--- config.mk ---
export PLATFORM = sky130hd
export DESIGN_NAME = ais_input_select
export DESIGN_NICKNAME = d
export VERILOG_FILES = /design/src/rtl/ais_pkg.sv /design/src/rtl/ais_input_select.sv /design/src/rtl/ais_scan_next.sv
export SDC_FILE = /design/constraint.sdc
export NUM_CORES = 1
export LEC_CHECK = 0
export ABC_AREA = 1
export BUFFER_PORTS_ARGS = -buffer_cell sky130_fd_sc_hd__buf_2
export CAP_MARGIN = 5
export CORE_ASPECT_RATIO = 1.75
export CORE_UTILIZATION = 55
export DETAILED_ROUTE_END_ITERATION = 8
export PLACE_DENSITY_LB_ADDON = 0.12
export SLEW_MARGIN = 15
export SYNTH_ARGS = -nofsm -noshare
export SYNTH_HDL_FRONTEND = slang
export SYNTH_HIERARCHICAL = 1
export SYNTH_SLANG_ARGS = --single-unit
--- constraint.sdc ---
create_clock -name ref_clk -period 2.7 [get_ports ref_clk]
set_input_delay 0.135 -clock ref_clk [delete_from_list [all_inputs] [get_ports ref_clk]]
set_output_delay 0.135 -clock ref_clk [all_outputs]
set_load 0.01 [all_outputs]
--- src/rtl/ais_pkg.sv ---
package ais_pkg;

  // register word offsets on the plain register port
  localparam logic [2:0] AIS_ADDR_CHSEL = 3'h0;
  localparam logic [2:0] AIS_ADDR_SCAN  = 3'h1;
  localparam logic [2:0] AIS_ADDR_PCFG  = 3'h2;
  localparam logic [2:0] AIS_ADDR_CTRL  = 3'h3;
  localparam logic [2:0] AIS_ADDR_STAT  = 3'h4;

  // implemented-bit masks, everything else reads zero
  localparam logic [15:0] AIS_CHSEL_IMPL = 16'h9f9f;
  localparam logic [15:0] AIS_SCAN_IMPL  = 16'h1fff;
  localparam logic [15:0] AIS_PCFG_IMPL  = 16'h1fff;
  localparam logic [15:0] AIS_CTRL_IMPL  = 16'h0007;

  // values after reset
  localparam logic [15:0] AIS_CHSEL_RST = 16'h0000;
  localparam logic [15:0] AIS_SCAN_RST  = 16'h0000;
  localparam logic [15:0] AIS_PCFG_RST  = 16'h0000;
  localparam logic [15:0] AIS_CTRL_RST  = 16'h0000;

  // channel-0 select fields
  localparam int AIS_NEG_B_BIT = 15;
  localparam int AIS_POS_B_LSB = 8;
  localparam int AIS_NEG_A_BIT = 7;
  localparam int AIS_POS_A_LSB = 0;
  localparam int AIS_POS_W     = 5;

  // control and status fields
  localparam int AIS_CTRL_ALT_BIT  = 0;
  localparam int AIS_CTRL_SCAN_BIT = 1;
  localparam int AIS_CTRL_DIS_BIT  = 2;
  localparam int AIS_STAT_PH_BIT   = 0;
  localparam int AIS_STAT_PTR_LSB  = 8;

  // inputs and index width
  localparam int             AIS_NUM_IN   = 13;
  localparam int             AIS_IDX_W    = 4;
  localparam logic [4:0]     AIS_MAX_CODE = 5'h0c;
  localparam logic [12:0]    AIS_ALL_IN   = 13'h1fff;

  typedef enum logic [1:0] {
    AIS_PH_A = 2'b01,
    AIS_PH_B = 2'b10
  } ais_phase_t;

endpackage : ais_pkg

--- src/rtl/ais_input_select.sv ---
// Our own choices: strobed register access and the register offsets.
`timescale 1ns/1ps
module ais_input_select
  import ais_pkg::*;
#(
  parameter logic [AIS_NUM_IN-1:0] INPUT_PRESENT = AIS_ALL_IN
) (
  input  wire logic                  ref_clk,
  input  wire logic                  sys_rst,
  input  wire logic [2:0]            reg_addr,
  input  wire logic [15:0]           reg_wdata,
  input  wire logic                  reg_wr,
  input  wire logic                  reg_rd,
  output logic      [15:0]           reg_rdata,
  input  wire logic                  sample_start,
  output logic      [AIS_IDX_W-1:0]  sel_pos_idx,
  output logic                       sel_pos_valid,
  output logic                       sel_low_reference_level,
  output logic                       sel_neg_an1,
  output logic                       sel_phase_b,
  output logic      [AIS_NUM_IN-1:0] pin_digital,
  output logic      [AIS_NUM_IN-1:0] pin_read_en,
  output logic      [AIS_NUM_IN-1:0] mux_tie_gnd
);

  logic [15:0]           chsel_q;
  logic [15:0]           scan_q;
  logic [15:0]           pcfg_q;
  logic [15:0]           ctrl_q;
  logic [15:0]           rdata_q;
  ais_phase_t            phase_q;
  ais_phase_t            phase_d;
  logic [AIS_IDX_W-1:0]  ptr_q;
  logic [AIS_IDX_W-1:0]  ptr_d;
  logic [AIS_IDX_W-1:0]  ptr_next;
  logic [AIS_IDX_W-1:0]  pos_idx_q;
  logic                  pos_valid_q;
  logic                  low_reference_level_q;
  logic                  neg_an1_q;
  logic                  phase_b_q;
  logic [AIS_NUM_IN-1:0] pin_dig_q;

  // address decode
  wire wr_chsel = reg_wr && (reg_addr == AIS_ADDR_CHSEL);
  wire wr_scan  = reg_wr && (reg_addr == AIS_ADDR_SCAN);
  wire wr_pcfg  = reg_wr && (reg_addr == AIS_ADDR_PCFG);
  wire wr_ctrl  = reg_wr && (reg_addr == AIS_ADDR_CTRL);

  // control bits
  wire alt_on  = ctrl_q[AIS_CTRL_ALT_BIT];
  wire scan_on = ctrl_q[AIS_CTRL_SCAN_BIT];
  wire mod_dis = ctrl_q[AIS_CTRL_DIS_BIT];

  // which selection set applies to the coming sample
  wire use_b = alt_on && (phase_q == AIS_PH_B);
  wire scan_now = scan_on && !use_b;

  // positive and negative selection for the coming sample
  wire [AIS_POS_W-1:0] code_a = chsel_q[AIS_POS_A_LSB +: AIS_POS_W];
  wire [AIS_POS_W-1:0] code_b = chsel_q[AIS_POS_B_LSB +: AIS_POS_W];
  wire [AIS_POS_W-1:0] code_s = {1'b0, ptr_q};
  wire [AIS_POS_W-1:0] pos_code = use_b ? code_b : (scan_now ? code_s : code_a);
  wire neg_sel = use_b ? chsel_q[AIS_NEG_B_BIT] : chsel_q[AIS_NEG_A_BIT];

  // reserved codes: past the last input, or an input the package lacks
  wire code_in_range = (pos_code <= AIS_MAX_CODE);
  wire [AIS_IDX_W-1:0] pos_idx = pos_code[AIS_IDX_W-1:0];
  wire input_here = code_in_range && INPUT_PRESENT[pos_idx];
  wire pos_valid = input_here;
  wire low_reference_level_now = scan_now && !input_here;

  // scan helper signals, also used by the checks
  wire ptr_member = scan_q[ptr_q];
  wire ptr_present = INPUT_PRESENT[ptr_q];
  logic scan_any;
  logic [AIS_IDX_W-1:0] ptr_first;

  ais_scan_next #(
    .NUM_IN (AIS_NUM_IN),
    .IDX_W  (AIS_IDX_W)
  ) u_scan_next (
    .mask     (scan_q[AIS_NUM_IN-1:0]),
    .cur_idx  (ptr_q),
    .next_idx (ptr_next),
    .any_set  (scan_any)
  );

  // lowest member: nothing lies above an all-ones pointer, so it wraps
  ais_scan_next #(
    .NUM_IN (AIS_NUM_IN),
    .IDX_W  (AIS_IDX_W)
  ) u_scan_first (
    .mask     (scan_q[AIS_NUM_IN-1:0]),
    .cur_idx  ({AIS_IDX_W{1'b1}}),
    .next_idx (ptr_first),
    .any_set  ()
  );

  // absent inputs and a disabled module leave the pin digital
  wire [AIS_NUM_IN-1:0] pin_dig_d = mod_dis ? AIS_ALL_IN
                                    : (pcfg_q[AIS_NUM_IN-1:0] | ~INPUT_PRESENT);

  // read mux, reserved bits come back zero
  logic [15:0] rd_mux;
  always_comb begin
    unique case (reg_addr)
      AIS_ADDR_CHSEL: rd_mux = chsel_q & AIS_CHSEL_IMPL;
      AIS_ADDR_SCAN:  rd_mux = scan_q & AIS_SCAN_IMPL;
      AIS_ADDR_PCFG:  rd_mux = pcfg_q & AIS_PCFG_IMPL;
      AIS_ADDR_CTRL:  rd_mux = ctrl_q & AIS_CTRL_IMPL;
      AIS_ADDR_STAT: begin
        rd_mux = 16'h0000;
        rd_mux[AIS_STAT_PH_BIT] = (phase_q == AIS_PH_B);
        rd_mux[AIS_STAT_PTR_LSB +: AIS_IDX_W] = ptr_q;
      end
      default:        rd_mux = 16'h0000;
    endcase
  end

  // alternation: without the alternate bit the phase rests on A
  always_comb begin
    phase_d = phase_q;
    if (!alt_on) begin
      phase_d = AIS_PH_A;
    end else if (sample_start) begin
      unique case (phase_q)
        AIS_PH_A: phase_d = AIS_PH_B;
        AIS_PH_B: phase_d = AIS_PH_A;
        default:  phase_d = AIS_PH_A;
      endcase
    end
  end

  // pointer rests on the first member while scanning is off,
  // so the first scanned sample starts at the lowest member
  always_comb begin
    ptr_d = ptr_q;
    if (!scan_on) begin
      ptr_d = scan_any ? ptr_first : ptr_q;
    end else if (sample_start && !use_b && scan_any) begin
      ptr_d = ptr_next;
    end
  end

  // software registers, unimplemented bits never stored
  always_ff @(posedge ref_clk or posedge sys_rst) begin
    if (sys_rst) begin
      chsel_q <= AIS_CHSEL_RST;
      scan_q  <= AIS_SCAN_RST;
      pcfg_q  <= AIS_PCFG_RST;
      ctrl_q  <= AIS_CTRL_RST;
    end else begin
      if (wr_chsel) chsel_q <= reg_wdata & AIS_CHSEL_IMPL;
      if (wr_scan)  scan_q  <= reg_wdata & AIS_SCAN_IMPL;
      if (wr_pcfg)  pcfg_q  <= reg_wdata & AIS_PCFG_IMPL;
      if (wr_ctrl)  ctrl_q  <= reg_wdata & AIS_CTRL_IMPL;
    end
  end

  // read data valid only in the cycle after the strobe
  always_ff @(posedge ref_clk or posedge sys_rst) begin
    if (sys_rst) begin
      rdata_q <= 16'h0000;
    end else begin
      rdata_q <= reg_rd ? rd_mux : 16'h0000;
    end
  end

  // sample sequencing state
  always_ff @(posedge ref_clk or posedge sys_rst) begin
    if (sys_rst) begin
      phase_q <= AIS_PH_A;
      ptr_q   <= '0;
    end else begin
      phase_q <= phase_d;
      ptr_q   <= ptr_d;
    end
  end

  // selection held for the whole sample, changes only at its start
  always_ff @(posedge ref_clk or posedge sys_rst) begin
    if (sys_rst) begin
      pos_idx_q   <= '0;
      pos_valid_q <= 1'b0;
      low_reference_level_q     <= 1'b0;
      neg_an1_q   <= 1'b0;
      phase_b_q   <= 1'b0;
    end else if (sample_start) begin
      pos_idx_q   <= pos_idx;
      pos_valid_q <= pos_valid;
      low_reference_level_q     <= low_reference_level_now;
      neg_an1_q   <= neg_sel;
      phase_b_q   <= use_b;
    end
  end

  // pin mode, registered to keep pad controls glitch free
  always_ff @(posedge ref_clk or posedge sys_rst) begin
    if (sys_rst) begin
      pin_dig_q <= ~INPUT_PRESENT;
    end else begin
      pin_dig_q <= pin_dig_d;
    end
  end

  assign reg_rdata     = rdata_q;
  assign sel_pos_idx   = pos_idx_q;
  assign sel_pos_valid = pos_valid_q;
  assign sel_low_reference_level     = low_reference_level_q;
  assign sel_neg_an1   = neg_an1_q;
  assign sel_phase_b   = phase_b_q;
  // digital pins read through and ground the converter mux
  assign pin_digital   = pin_dig_q;
  assign pin_read_en   = pin_dig_q;
  assign mux_tie_gnd   = pin_dig_q;

  // checks on the selection path, the register reads and the pin modes
  a_neg_b_route: assert property (
    @(posedge ref_clk) disable iff (sys_rst)
    sample_start && use_b |=> sel_neg_an1 == $past(chsel_q[AIS_NEG_B_BIT]))
    else $error("sample B negative select wrong");

  a_pos_b_route: assert property (
    @(posedge ref_clk) disable iff (sys_rst)
    sample_start && use_b
    |=> sel_pos_idx == $past(chsel_q[AIS_POS_B_LSB +: AIS_IDX_W]) && sel_phase_b)
    else $error("sample B positive select wrong");

  a_neg_a_route: assert property (
    @(posedge ref_clk) disable iff (sys_rst)
    sample_start && !use_b |=> sel_neg_an1 == $past(chsel_q[AIS_NEG_A_BIT]))
    else $error("sample A negative select wrong");

  a_pos_a_fixed: assert property (
    @(posedge ref_clk) disable iff (sys_rst)
    sample_start && !use_b && !scan_on
    |=> sel_pos_idx == $past(chsel_q[AIS_POS_A_LSB +: AIS_IDX_W]))
    else $error("sample A positive select wrong");

  a_chsel_unimpl: assert property (
    @(posedge ref_clk) disable iff (sys_rst)
    reg_rd && reg_addr == AIS_ADDR_CHSEL |=> (reg_rdata & ~AIS_CHSEL_IMPL) == 16'h0000)
    else $error("unimplemented select bits read nonzero");

  a_mask_discard: assert property (
    @(posedge ref_clk) disable iff (sys_rst)
    wr_scan ##1 reg_rd && reg_addr == AIS_ADDR_SCAN |=> reg_rdata[15:13] == 3'h0)
    else $error("write to unimplemented mask bits kept");

  a_scan_member: assert property (
    @(posedge ref_clk) disable iff (sys_rst)
    sample_start && scan_now && ptr_member && !wr_scan
    |=> sel_pos_idx == $past(ptr_q) && scan_q[ptr_q])
    else $error("scan picked a non-member input");

  a_scan_low_reference_level: assert property (
    @(posedge ref_clk) disable iff (sys_rst)
    sample_start && scan_now && !ptr_present |=> sel_low_reference_level && !sel_pos_valid)
    else $error("absent scanned input not on low reference");

  a_ptr_rest: assert property (
    @(posedge ref_clk) disable iff (sys_rst)
    !scan_on && scan_any |=> ptr_q == $past(ptr_first))
    else $error("scan pointer not on lowest member");

  a_reserved_code: assert property (
    @(posedge ref_clk) disable iff (sys_rst)
    sample_start && !code_in_range |=> !sel_pos_valid && !sel_low_reference_level)
    else $error("reserved code gave a valid input");

  a_pin_disable: assert property (
    @(posedge ref_clk) disable iff (sys_rst)
    mod_dis |=> pin_digital == AIS_ALL_IN && mux_tie_gnd == AIS_ALL_IN)
    else $error("disabled module left a pin analog");

  a_pin_config: assert property (
    @(posedge ref_clk) disable iff (sys_rst)
    !mod_dis |=> pin_read_en == $past(pcfg_q[AIS_NUM_IN-1:0] | ~INPUT_PRESENT))
    else $error("pin mode does not follow configuration");

  a_alt_toggle: assert property (
    @(posedge ref_clk) disable iff (sys_rst)
    sample_start && alt_on && phase_q == AIS_PH_A && !wr_ctrl
    |=> phase_q == AIS_PH_B && !sel_phase_b)
    else $error("alternate sampling did not swap");

  a_no_alt_rest: assert property (
    @(posedge ref_clk) disable iff (sys_rst)
    !alt_on |=> phase_q == AIS_PH_A)
    else $error("phase left A without alternate bit");

endmodule : ais_input_select

--- src/rtl/ais_scan_next.sv ---
`timescale 1ns/1ps
module ais_scan_next
  import ais_pkg::*;
#(
  parameter int NUM_IN = AIS_NUM_IN,
  parameter int IDX_W  = AIS_IDX_W
) (
  input  wire logic [NUM_IN-1:0] mask,
  input  wire logic [IDX_W-1:0]  cur_idx,
  output logic      [IDX_W-1:0]  next_idx,
  output logic                   any_set
);

  logic [NUM_IN-1:0] above;

  // members strictly above the current pointer
  for (genvar i = 0; i < NUM_IN; i++) begin : g_above
    assign above[i] = mask[i] & (IDX_W'(i) > cur_idx);
  end

  // lowest member above, else wrap to the lowest member overall
  always_comb begin
    next_idx = cur_idx;
    for (int i = NUM_IN - 1; i >= 0; i--) begin
      if (mask[i]) begin
        next_idx = IDX_W'(i);
      end
    end
    for (int i = NUM_IN - 1; i >= 0; i--) begin
      if (above[i]) begin
        next_idx = IDX_W'(i);
      end
    end
  end

  assign any_set = |mask;

endmodule : ais_scan_next

# --- Word-level counts from Yosys, hierarchy flattened ---
# Memories as Yosys holds them, arrays and structs flattened.
# Cells that the tools add are included.
# W data, S select, Z words.
totals:
  latch_bits: 0
  out_inout_bits: 63
  inputBits: 24
  wordCells: 119
  mem_count: 1
  ff_bits: 84
  mem_bits_rw: 0
  rom_bits: 16
classes:
  magnitude_cmp: 15
  add_sub_neg: 0
  multipliers: 0
  reduce_logical: 16
  n_mux: 52
  n_shift: 0
  div: 0
  bitwise_logic: 13
  eq_ne: 9
mem_list:
  columns: ["name", "words", "word_bits", "rd", "rd_ports_with_merged_regs", "wr", "line_no", "text"]
  rows:
  - ["(no name shown)", 16, 1, 1, 0, 0, "ais_input_select.sv:68", "wire input_here = code_in_range && INPUT_PRESENT[pos_idx];"]
ops:
  columns: ["op", "n"]
  rows:
  - ["$mux W4", 37]
  - ["$pmux W16 S5", 1]
  - ["$ne A27 B14 Y1 const B", 1]
  - ["$gt A4 B4 Y1 const A", 5]
  - ["$gt A3 B4 Y1 const A", 4]
  - ["$mux W16", 1]
  - ["$and A1 B1 Y1", 13]
  - ["$mux W13", 1]
  - ["$reduce_or A13 Y1", 1]
  - ["$mux W3", 4]
  - ["$logic_and A1 B1 Y1", 10]
  - ["$mux W5", 2]
  - ["$gt A1 B4 Y1 const A", 2]
  - ["$gt A2 B4 Y1 const A", 2]
  - ["$mux W2", 4]
  - ["$eq A3 B2 Y1 const B", 2]
  - ["$le A5 B4 Y1 const B", 1]
  - ["$lt A4 B5 Y1 const B", 1]
  - ["$eq A3 B1 Y1 const B", 1]
  - ["$eq A3 B3 Y1 const B", 1]
  - ["$logic_not A3 Y1", 1]
  - ["$reduce_and A3 Y1", 1]
  - ["$eq A2 B1 Y1 const B", 1]
  - ["$eq A2 B2 Y1 const B", 1]
  - ["other kinds (5)", 7]

# --- Longest topological paths before layout ---
# Gate-level depths: netlist (run 1).
logic_depth:
  depth_word: 28
  depth_mapped: 28
  ltp_nobuf: 28

# --- Cells and area by module ---
# The synthesis (run 1) kept the hierarchy.
by_module_without_submodules:
  columns: ["module", "n_inst", "seq_area_each_um2", "area_each_um2", "cells_each"]
  rows:
  - ["ais_input_select", 1, 2053.2, 3762.4, 401]
  - ["ais_scan_next", 2, 0.0, 452.9, 104]

# --- Worst setup path after synthesis (run 1) ---
# No wires, ideal clock.
synth_path:
  path_kind: "reg-to-reg"
  from: "register scan_q[12]"
  to: "register ptr_q[0]"
  required_ns: 2.570
  stages_incl_launch_ff: 29
  setup_slack_ns: 0.570
  arrival_time_ns: 2.000
  setup_time_ns: 0.130
  synth_period_minus_slack_ns: 2.130
  n_path_buf: 0
  path_cell_list: "dfrtp_1 inv_2 nand2_1 nand2_1 nand2_1 nand2_1 nand2_1 nand2_1 nand2_1 nand2_1 nand2_1 nand2_1 nand2_1 nand2_1 nand2_1 nand2_1 nand2_1 nand2_1 nand2_1 nand2_1 nand2_1 nand2_1 nand2_1 nand2_1 nand2_1 nand2_1 or2_2 o211ai_1 o21ai_0"
synth_via:
  elab_chain_len: 16
  word_cells_on_any_way: 36
  cone_classes: "eq/ne: 2; mux: 29; bitwise: 1; reduce/logical: 4"
synth_lines:
  columns: ["element", "line_no", "text"]
  rows:
  - ["start, declared", "ais_input_select.sv:27", "logic [15:0] scan_q;"]
  - ["start signal, assigned", "ais_input_select.sv:154", "if (wr_scan) scan_q <= reg_wdata & AIS_SCAN_IMPL;"]
  - ["$and A1 B1 Y1", "ais_scan_next.sv:18", "assign above[i] = mask[i] & (IDX_W'(i) > cur_idx);"]
  - ["$mux W4 (13 in a row)", "ais_scan_next.sv:30", "if (above[i]) begin"]
  - ["named net ptr_next[0]", "ais_input_select.sv:35", "logic [AIS_IDX_W-1:0] ptr_next;"]
  - ["$mux W4", "ais_input_select.sv:140", "end else if (sample_start && !use_b && scan_any) begin"]
  - ["$mux W4", "ais_input_select.sv:138", "if (!scan_on) begin"]
  - ["end signal, assigned", "ais_input_select.sv:176", "ptr_q <= ptr_d;"]
  - ["end, declared", "ais_input_select.sv:33", "logic [AIS_IDX_W-1:0] ptr_q;"]
# The timed path passes the listed nets, and every way through them passes these cells. The select of a mux whose other input is x is not followed.
# A chain may end at the register's enable or synchronous reset.

# --- Worst setup path in the final report (run 1) ---
layout_path:
  from: "register scan_q[11]"
  to: "register ptr_q[0]"
layout_via:
  elab_chain_len: 27
  word_cells_on_any_way: 47
  cone_classes: "eq/ne: 2; mux: 40; bitwise: 1; reduce/logical: 4"
layout_lines:
  columns: ["element", "line_no", "text"]
  rows:
  - ["$mux W4 (12 in a row)", "ais_scan_next.sv:25", "if (mask[i]) begin"]
  - ["$mux W4", "ais_scan_next.sv:30", null]
  - ["$mux W4 (*) (12 in a row)", "ais_scan_next.sv:30", null]
  - ["named net ptr_next[0]", "ais_input_select.sv:35", null]
  - ["$mux W4 (*)", "ais_input_select.sv:140", null]
  - ["$mux W4 (*)", "ais_input_select.sv:138", null]
# Mark *: on every way through the listed nets, which the timed path passes. The rest lies on a longest branch. The select of a mux whose other input is x is not followed.

==> results of run 1 <==
[metal layers]
layer  vias up  share of wire  global-route usage
met2       161           0.51               0.498
met3        51          0.042              0.0324
met4         0          0.073               0.221
li1       2034              -                   -
met5         -              0                   0
met1      1837           0.38               0.312
[through the flow]
stage          cells  hold WS (ps)  setup WS [ps]  total power, mW
2_1_floorplan    631           239            458             2.82
3_3_place_gp     775           382            348             3.22
3_5_place_dp     775           380            335             3.24
4_1_cts          789          34.4            321             4.50
5_1_grt          789          32.9           5.66             4.79
6_report         789         -50.3            352             4.50
[placed cells by master, fill, tap and decap left out, types with 2 or more instances in the layout]
master and count:
nand2_1 169, inv_1 88, buf_2 82, dfrtp_1 80
nor2_1 49, o21ai_0 29, nand3_1 29, conb_1 25
o21ai_2 22, a21oi_1 13, inv_2 10, o211ai_1 10
or2_2 9, clkbuf_16 9, o21ai_1 7, buf_4 7
o22ai_1 6, nor3_1 6, nand2_4 4, o2bb2ai_1 4
a31oi_1 4, a211oi_1 4, nor4_1 3, inv_4 3
o221ai_1 3, nand2_2 2, clkinv_1 2, bufinv_16 2
bufinv_8 2, nand4_1 2
[worst max-delay path by stage]
stage | startpoint | to | slack, ps | depth (start not counted)
4_1_cts | scan_q[11] | ptr_q[0] | 320 | 27
3_5_place_dp | scan_q[11] | ptr_q[0] | 340 | 27
6_report | scan_q[11] | ptr_q[0] | 350 | 27
3_3_place_gp | scan_q[11] | ptr_q[0] | 350 | 27
2_1_floorplan | sys_rst | chsel_q[0] | 460 | 1
5_1_grt | scan_q[11] | ptr_q[0] | 6 | 27
[area by class of cell]
type	instances	area, um2
tap	92	115
fill	764	2910
timing repair buffer	89	463
clock buffer	11	243
inverter	105	429
sequential	82	2050
clock inverter	3	65.1
multi-input combinational	407	1980
[critical path, delay by kind of cell (launching register included)]
kind	cells	cell delay, ps
simple gates	24	1510
flops	1	450
compound gates	2	180
buf+inv	1	100
[state kept, by name, summed over array words and instances, names as in the netlist]
register	flops
ctrl_q	3
sel_pos_idx	4
sel_phase_b	1
scan_q	13
pcfg_q	13
mux_tie_gnd	13
phase_q	2
sel_pos_valid	1
sel_neg_an1	1
sel_low_reference_level	1
ptr_q	4
chsel_q	12
reg_rdata	14
[power groups by stage]
stage | Sequential [mW] | Clock (mW) | Combinational, mW
floorplan | 1.72 | 0 | 1.10
global placement | 1.74 | 0 | 1.48
detailed placement | 1.74 | 0 | 1.50
CTS | 1.72 | 1.27 | 1.51
global route | 1.76 | 1.31 | 1.71
finish | 1.73 | 1.25 | 1.52
==> impl_results.md, run 1 <==
* Worst path slowest cell: dfrtp_2
* # IOs at 87
* Yosys warning count at 6
* First-pass GRT wire length at 18.8 mm
* Switching Fraction at 0.362
* Setup Buffers After CTS at 0
* Worst-skew pair later-pin latency at 330 ps
* Setup-failing EPs final at 0
* Vias in the first global route at 3798
* Routed WL per cell at 15.1 um
* Layout Utilization at 0.648
* Flop pwr share at 0.384
* Area delta synth->final at 14.6%
* Post-Synthesis Cells at 608
* Routed via count at 4083
* Clk network pwr share at 0.278
* Clock Path Buffers at 2
* Placed cell area at 5040 um2
* CP Class: flop to flop
* Antenna-violating nets left at 0
* Max Freq at 0.426 GHz
* Core area at 8260 um2
* Synth Cell Area at 4660 um2
* PortBufs at 82
* RSZ-0062 raised after global routing: no
* Worst Skew at 7.73 ps
* Cell row count at 44
* Slew Limit Fails at 0
* Drt drc at 1
* # diodes at 0
* H-tree levels at 3
* Leakage at 3.00 nW
* Status: complete, but fails checks
* CTS buffer count at 9
* Post-CTS Hold Buffers at 0
* Initial DRC count at 207
* Reg2reg setup slack at 350 ps
* Tmin final at 2350 ps
* Worst path arrival time at 2560 ps
* Die Y at 124 um
* Hold Fails Final Rpt at 61
* Final net count at 718
* Vias/cell at 5.17
* Final wirelength at 11.9 mm
* Total grt overflow at 0
* Logic pwr share at 0.337
* Syn avg cell area at 7.67 um2
* Initial core utilization at 0.565
* DR pass1 iterations at 9
* Worst-margin pin slew at 747 ps
* Worst stage delay on the critical path at 450 ps
* Dpl hpwl at 9.23 mm
* Hold Slack at -50.3 ps
* HP Class: primary input to async pin
* Max FO, Critical Path at 6
* Fin area at 5350 um2
* Clk root buf: clkbuf_16
* R2r endpoint: ptr_q[0]
* Die ar. at 8870 um2
* CP Launch Type: flop
* Worst setup EP type: flop
* Failing checks: DRC, hold timing
* Largest net degree at the start of global routing at 65
* Layout cells sized above 1 at 0.232
* Required @ worst endpoint at 2910 ps
* Tcrit/Tclk final at 0.869
* Worst r2r src: scan_q[11]
* RePlAce Congestion at 0.932
* Tot GR Track Use at 0.285
* Post-cts resize count at 0
* Worst slew margin at 0.502
* CTS tree: yes
* Maximum vdd drop at 0.436 mV
* Internal Power at 2.87 mW
* Clk slew on worst S/H paths at 60 ps
* Pwr/cell area at 841 nW/um2
* R2r worst-path depth at 27
* Total negative setup slack at 0 ps
* Crit-path most repeated cell: nand2_1
* Max_cap viols at 0
* Clock Sinks at 82
* Initial antenna violation count at 0
* Net Switching at 1.63 mW
* Die X at 71.6 um
(Power assumes the default switching activity.)
==> run 2: changes to the inputs <==
--- a/config.mk
+++ b/config.mk
@@ -9,7 +9,7 @@
 export BUFFER_PORTS_ARGS = -buffer_cell sky130_fd_sc_hd__buf_2
 export CAP_MARGIN = 5
 export CORE_ASPECT_RATIO = 1.75
-export CORE_UTILIZATION = 55
+export CORE_UTILIZATION = 50
 export DETAILED_ROUTE_END_ITERATION = 8
 export PLACE_DENSITY_LB_ADDON = 0.12
 export SLEW_MARGIN = 15
==> impl_results.md, run 2 (synthesis results as in run 1) <==
* Drt drc at 0 (-1)
* Die ar. at 9730 um2 (+9.8%)
* Initial DRC count at 280 (+35%)
* Pre-CTS setup slack at 351 ps (+15.6 ps)
* Worst setup EP type: flop
* Max FO, Critical Path at 6 (unchanged)
* Final worst slack at 321 ps (-31.6 ps)
* Worst Skew at 7.36 ps (-0.371 ps)
* Setup Buffers After CTS at 0 (unchanged)
* Clock Sinks at 82 (unchanged)
* Pwr/cell area at 825 nW/um2 (-1.9%)
* Initial antenna violation count at 0 (unchanged)
* Worst-skew pair later-pin latency at 340 ps (about the same)
* Antenna-violating nets left at 0 (unchanged)
* Vias/cell at 5.13 (-0.90%)
* CP top delay family: simple AND/OR/NAND/NOR gates
* RePlAce Congestion at 0.948 (+1.7%)
* Tmin final at 2380 ps (+31.6 ps)
* Largest net degree at the start of global routing at 44 (-32%)
* # diodes at 0 (unchanged)
* Final wirelength at 12.1 mm (+1.3%)
* Hold Fails Final Rpt at 0 (-100%)
* Most common cell after layout, fill and taps aside: nand2_1
* Routed WL per cell at 14.7 um (-2.4%)
* Maximum vdd drop at 0.388 mV (-11%)
* PortBufs at 82 (unchanged)
* # fillers at 859 (+12%)
* Initial core utilization at 0.516 (-0.0486)
* Tcrit/Tclk final at 0.881 (+0.0117)
* Tot GR Track Use at 0.264 (-0.0209)
* Leading cell types in the layout, fill and taps excluded: nand2_1 (169), inv_1 (88), buf_2 (82), dfrtp_1 (80), nor2_1 (49)
* Slew Limit Fails at 0 (unchanged)
* Core area at 9040 um2 (+9.4%)
* HP Class: primary input to flop
* Max reg flops at 14 (unchanged)
* Buf/Inv on CP at 1 (unchanged)
* Routed via count at 4200 (+2.9%)
* Clk slew on worst S/H paths at 60 ps (about the same)
* Setup-failing EPs final at 0 (unchanged)
* Vias in the first global route at 3886 (+2.3%)
* RSZ-0062 raised after global routing: no
* Total grt overflow at 0 (unchanged)
* Worst slew margin at 0.518 (+0.0164)
* Leakage at 3.00 nW (about the same)
* Die Y at 130 um (+4.8%)
* H-tree levels at 3 (unchanged)
* CTS tree: yes
* DR pass1 iterations at 5 (-4)
* # IOs at 87 (unchanged)
* CP Class: flop to flop
* Worst path slowest cell: dfrtp_1
* First-pass GRT wire length at 18.7 mm (-0.18%)
* Cell row count at 46 (+4.5%)
* CP Launch Type: flop
* Layout Utilization at 0.596 (-0.0516)
* Required @ worst endpoint at 2910 ps (about the same)
* CTS buffer count at 9 (unchanged)
* Dpl hpwl at 9.32 mm (+1.0%)
* Clock Path Buffers at 2 (unchanged)
* Final net count at 720 (+0.28%)
* Hold Slack at 53.9 ps (+104 ps)
* Worst stage delay on the critical path at 460 ps (about the same)
* Status: finished, final reports clean
* Die X at 75.0 um (+4.7%)
* Clk root buf: clkbuf_16
* Worst path arrival time at 2580 ps (+20 ps)
* Crit-path most repeated cell: nand2_1
* Total negative setup slack at 0 ps (unchanged)
* Max Freq at 0.420 GHz (-1.3%)
* Layout cells sized above 1 at 0.233 (+0.000766)
* Max_cap viols at 0 (unchanged)
* Area delta synth->final at 15.5%
* Worst-margin pin slew at 722 ps (-25.4 ps)
==> run 2: changes by cell type in the layout (fill, tap and decap cells not counted) <==
cell           change
clkinvlp_4         +1
dlygate4sd3_1      +1
clkbuf_8           +1
bufinv_16          -1
inv_4              -1
buf_4              +1
==> run 2: final timing paths <==
check	from	end	slack, ps	cells after the start
worst max-delay path	scan_q[11]	ptr_q[0]	320	27
worst min-delay path	reg_rd	reg_rdata[3]	50	3
worst min register to register	sel_pos_idx[3]	sel_pos_idx[3]	480	2
max in group asynchronous	sys_rst	phase_q[0]	1490	4
worst max register to register	scan_q[11]	ptr_q[0]	320	27
min in group asynchronous	sys_rst	reg_rdata[4]	420	3
==> run 2: area by class of cell <==
class / instances / area, um2 / area share
timing repair buffer: 91 / 480 / 0.0892
clock buffer: 12 / 256 / 0.0476
sequential: 82 / 2050 / 0.382
multi-input combinational: 407 / 1980 / 0.367
tap: 120 / 150 / 0.0279
clock inverter: 2 / 37.5 / 0.00697
inverter: 105 / 428 / 0.0795
==> run 2: worst reg2reg max path, stage by stage, from the launching register on <==
cell and delay, ps:
dfrtp_1 460, inv_1 110, nand2_1 60, nand2_1 50
nand2_1 50, nand2_1 50, nand2_1 50, nand2_1 60
nand2_1 50, nand2_1 50, nand2_1 40, nand2_1 60
nand2_1 50, nand2_1 60, nand2_1 50, nand2_1 50
nand2_1 50, nand2_1 50, nand2_1 50, nand2_1 50
nand2_1 50, nand2_1 60, nand2_1 50, nand2_1 60
nand2_1 50, or2_2 280, o211ai_1 90, o21ai_0 120
==> run 2: routing by layer <==
layer  share of wire  wire length [um]  global-route usage
met1            0.39              4700               0.287
met2            0.51              6190               0.467
met3           0.044               536              0.0471
met4           0.052               627               0.153
met5               0                 0                   0
==> run 2: power by group <==
group,switching [mW],leakage [nW],internal (mW)
sequential,0.257,1.03,1.47
clock,0.451,0.141,0.756
combinational,0.936,1.83,0.575
==> run 2: stage by stage <==
| stage | area, um2 | std cells | power, mW |
|---|---|---|---|
| 3_3_place_gp | 5080 | 804 | 3.19 |
| 6_report | 5390 | 819 | 4.44 |
| 4_1_cts | 5380 | 819 | 4.43 |
| 3_5_place_dp | 5080 | 804 | 3.22 |
| 5_1_grt | 5390 | 819 | 4.74 |
| 2_1_floorplan | 4750 | 631 | 2.82 |
==> run 2: repair_timing <==
item,CTS,global route
hold buffers,1,0
hold endpoints to repair,41,0
resized for setup,0,1
endpoints found under the setup margin,0,1
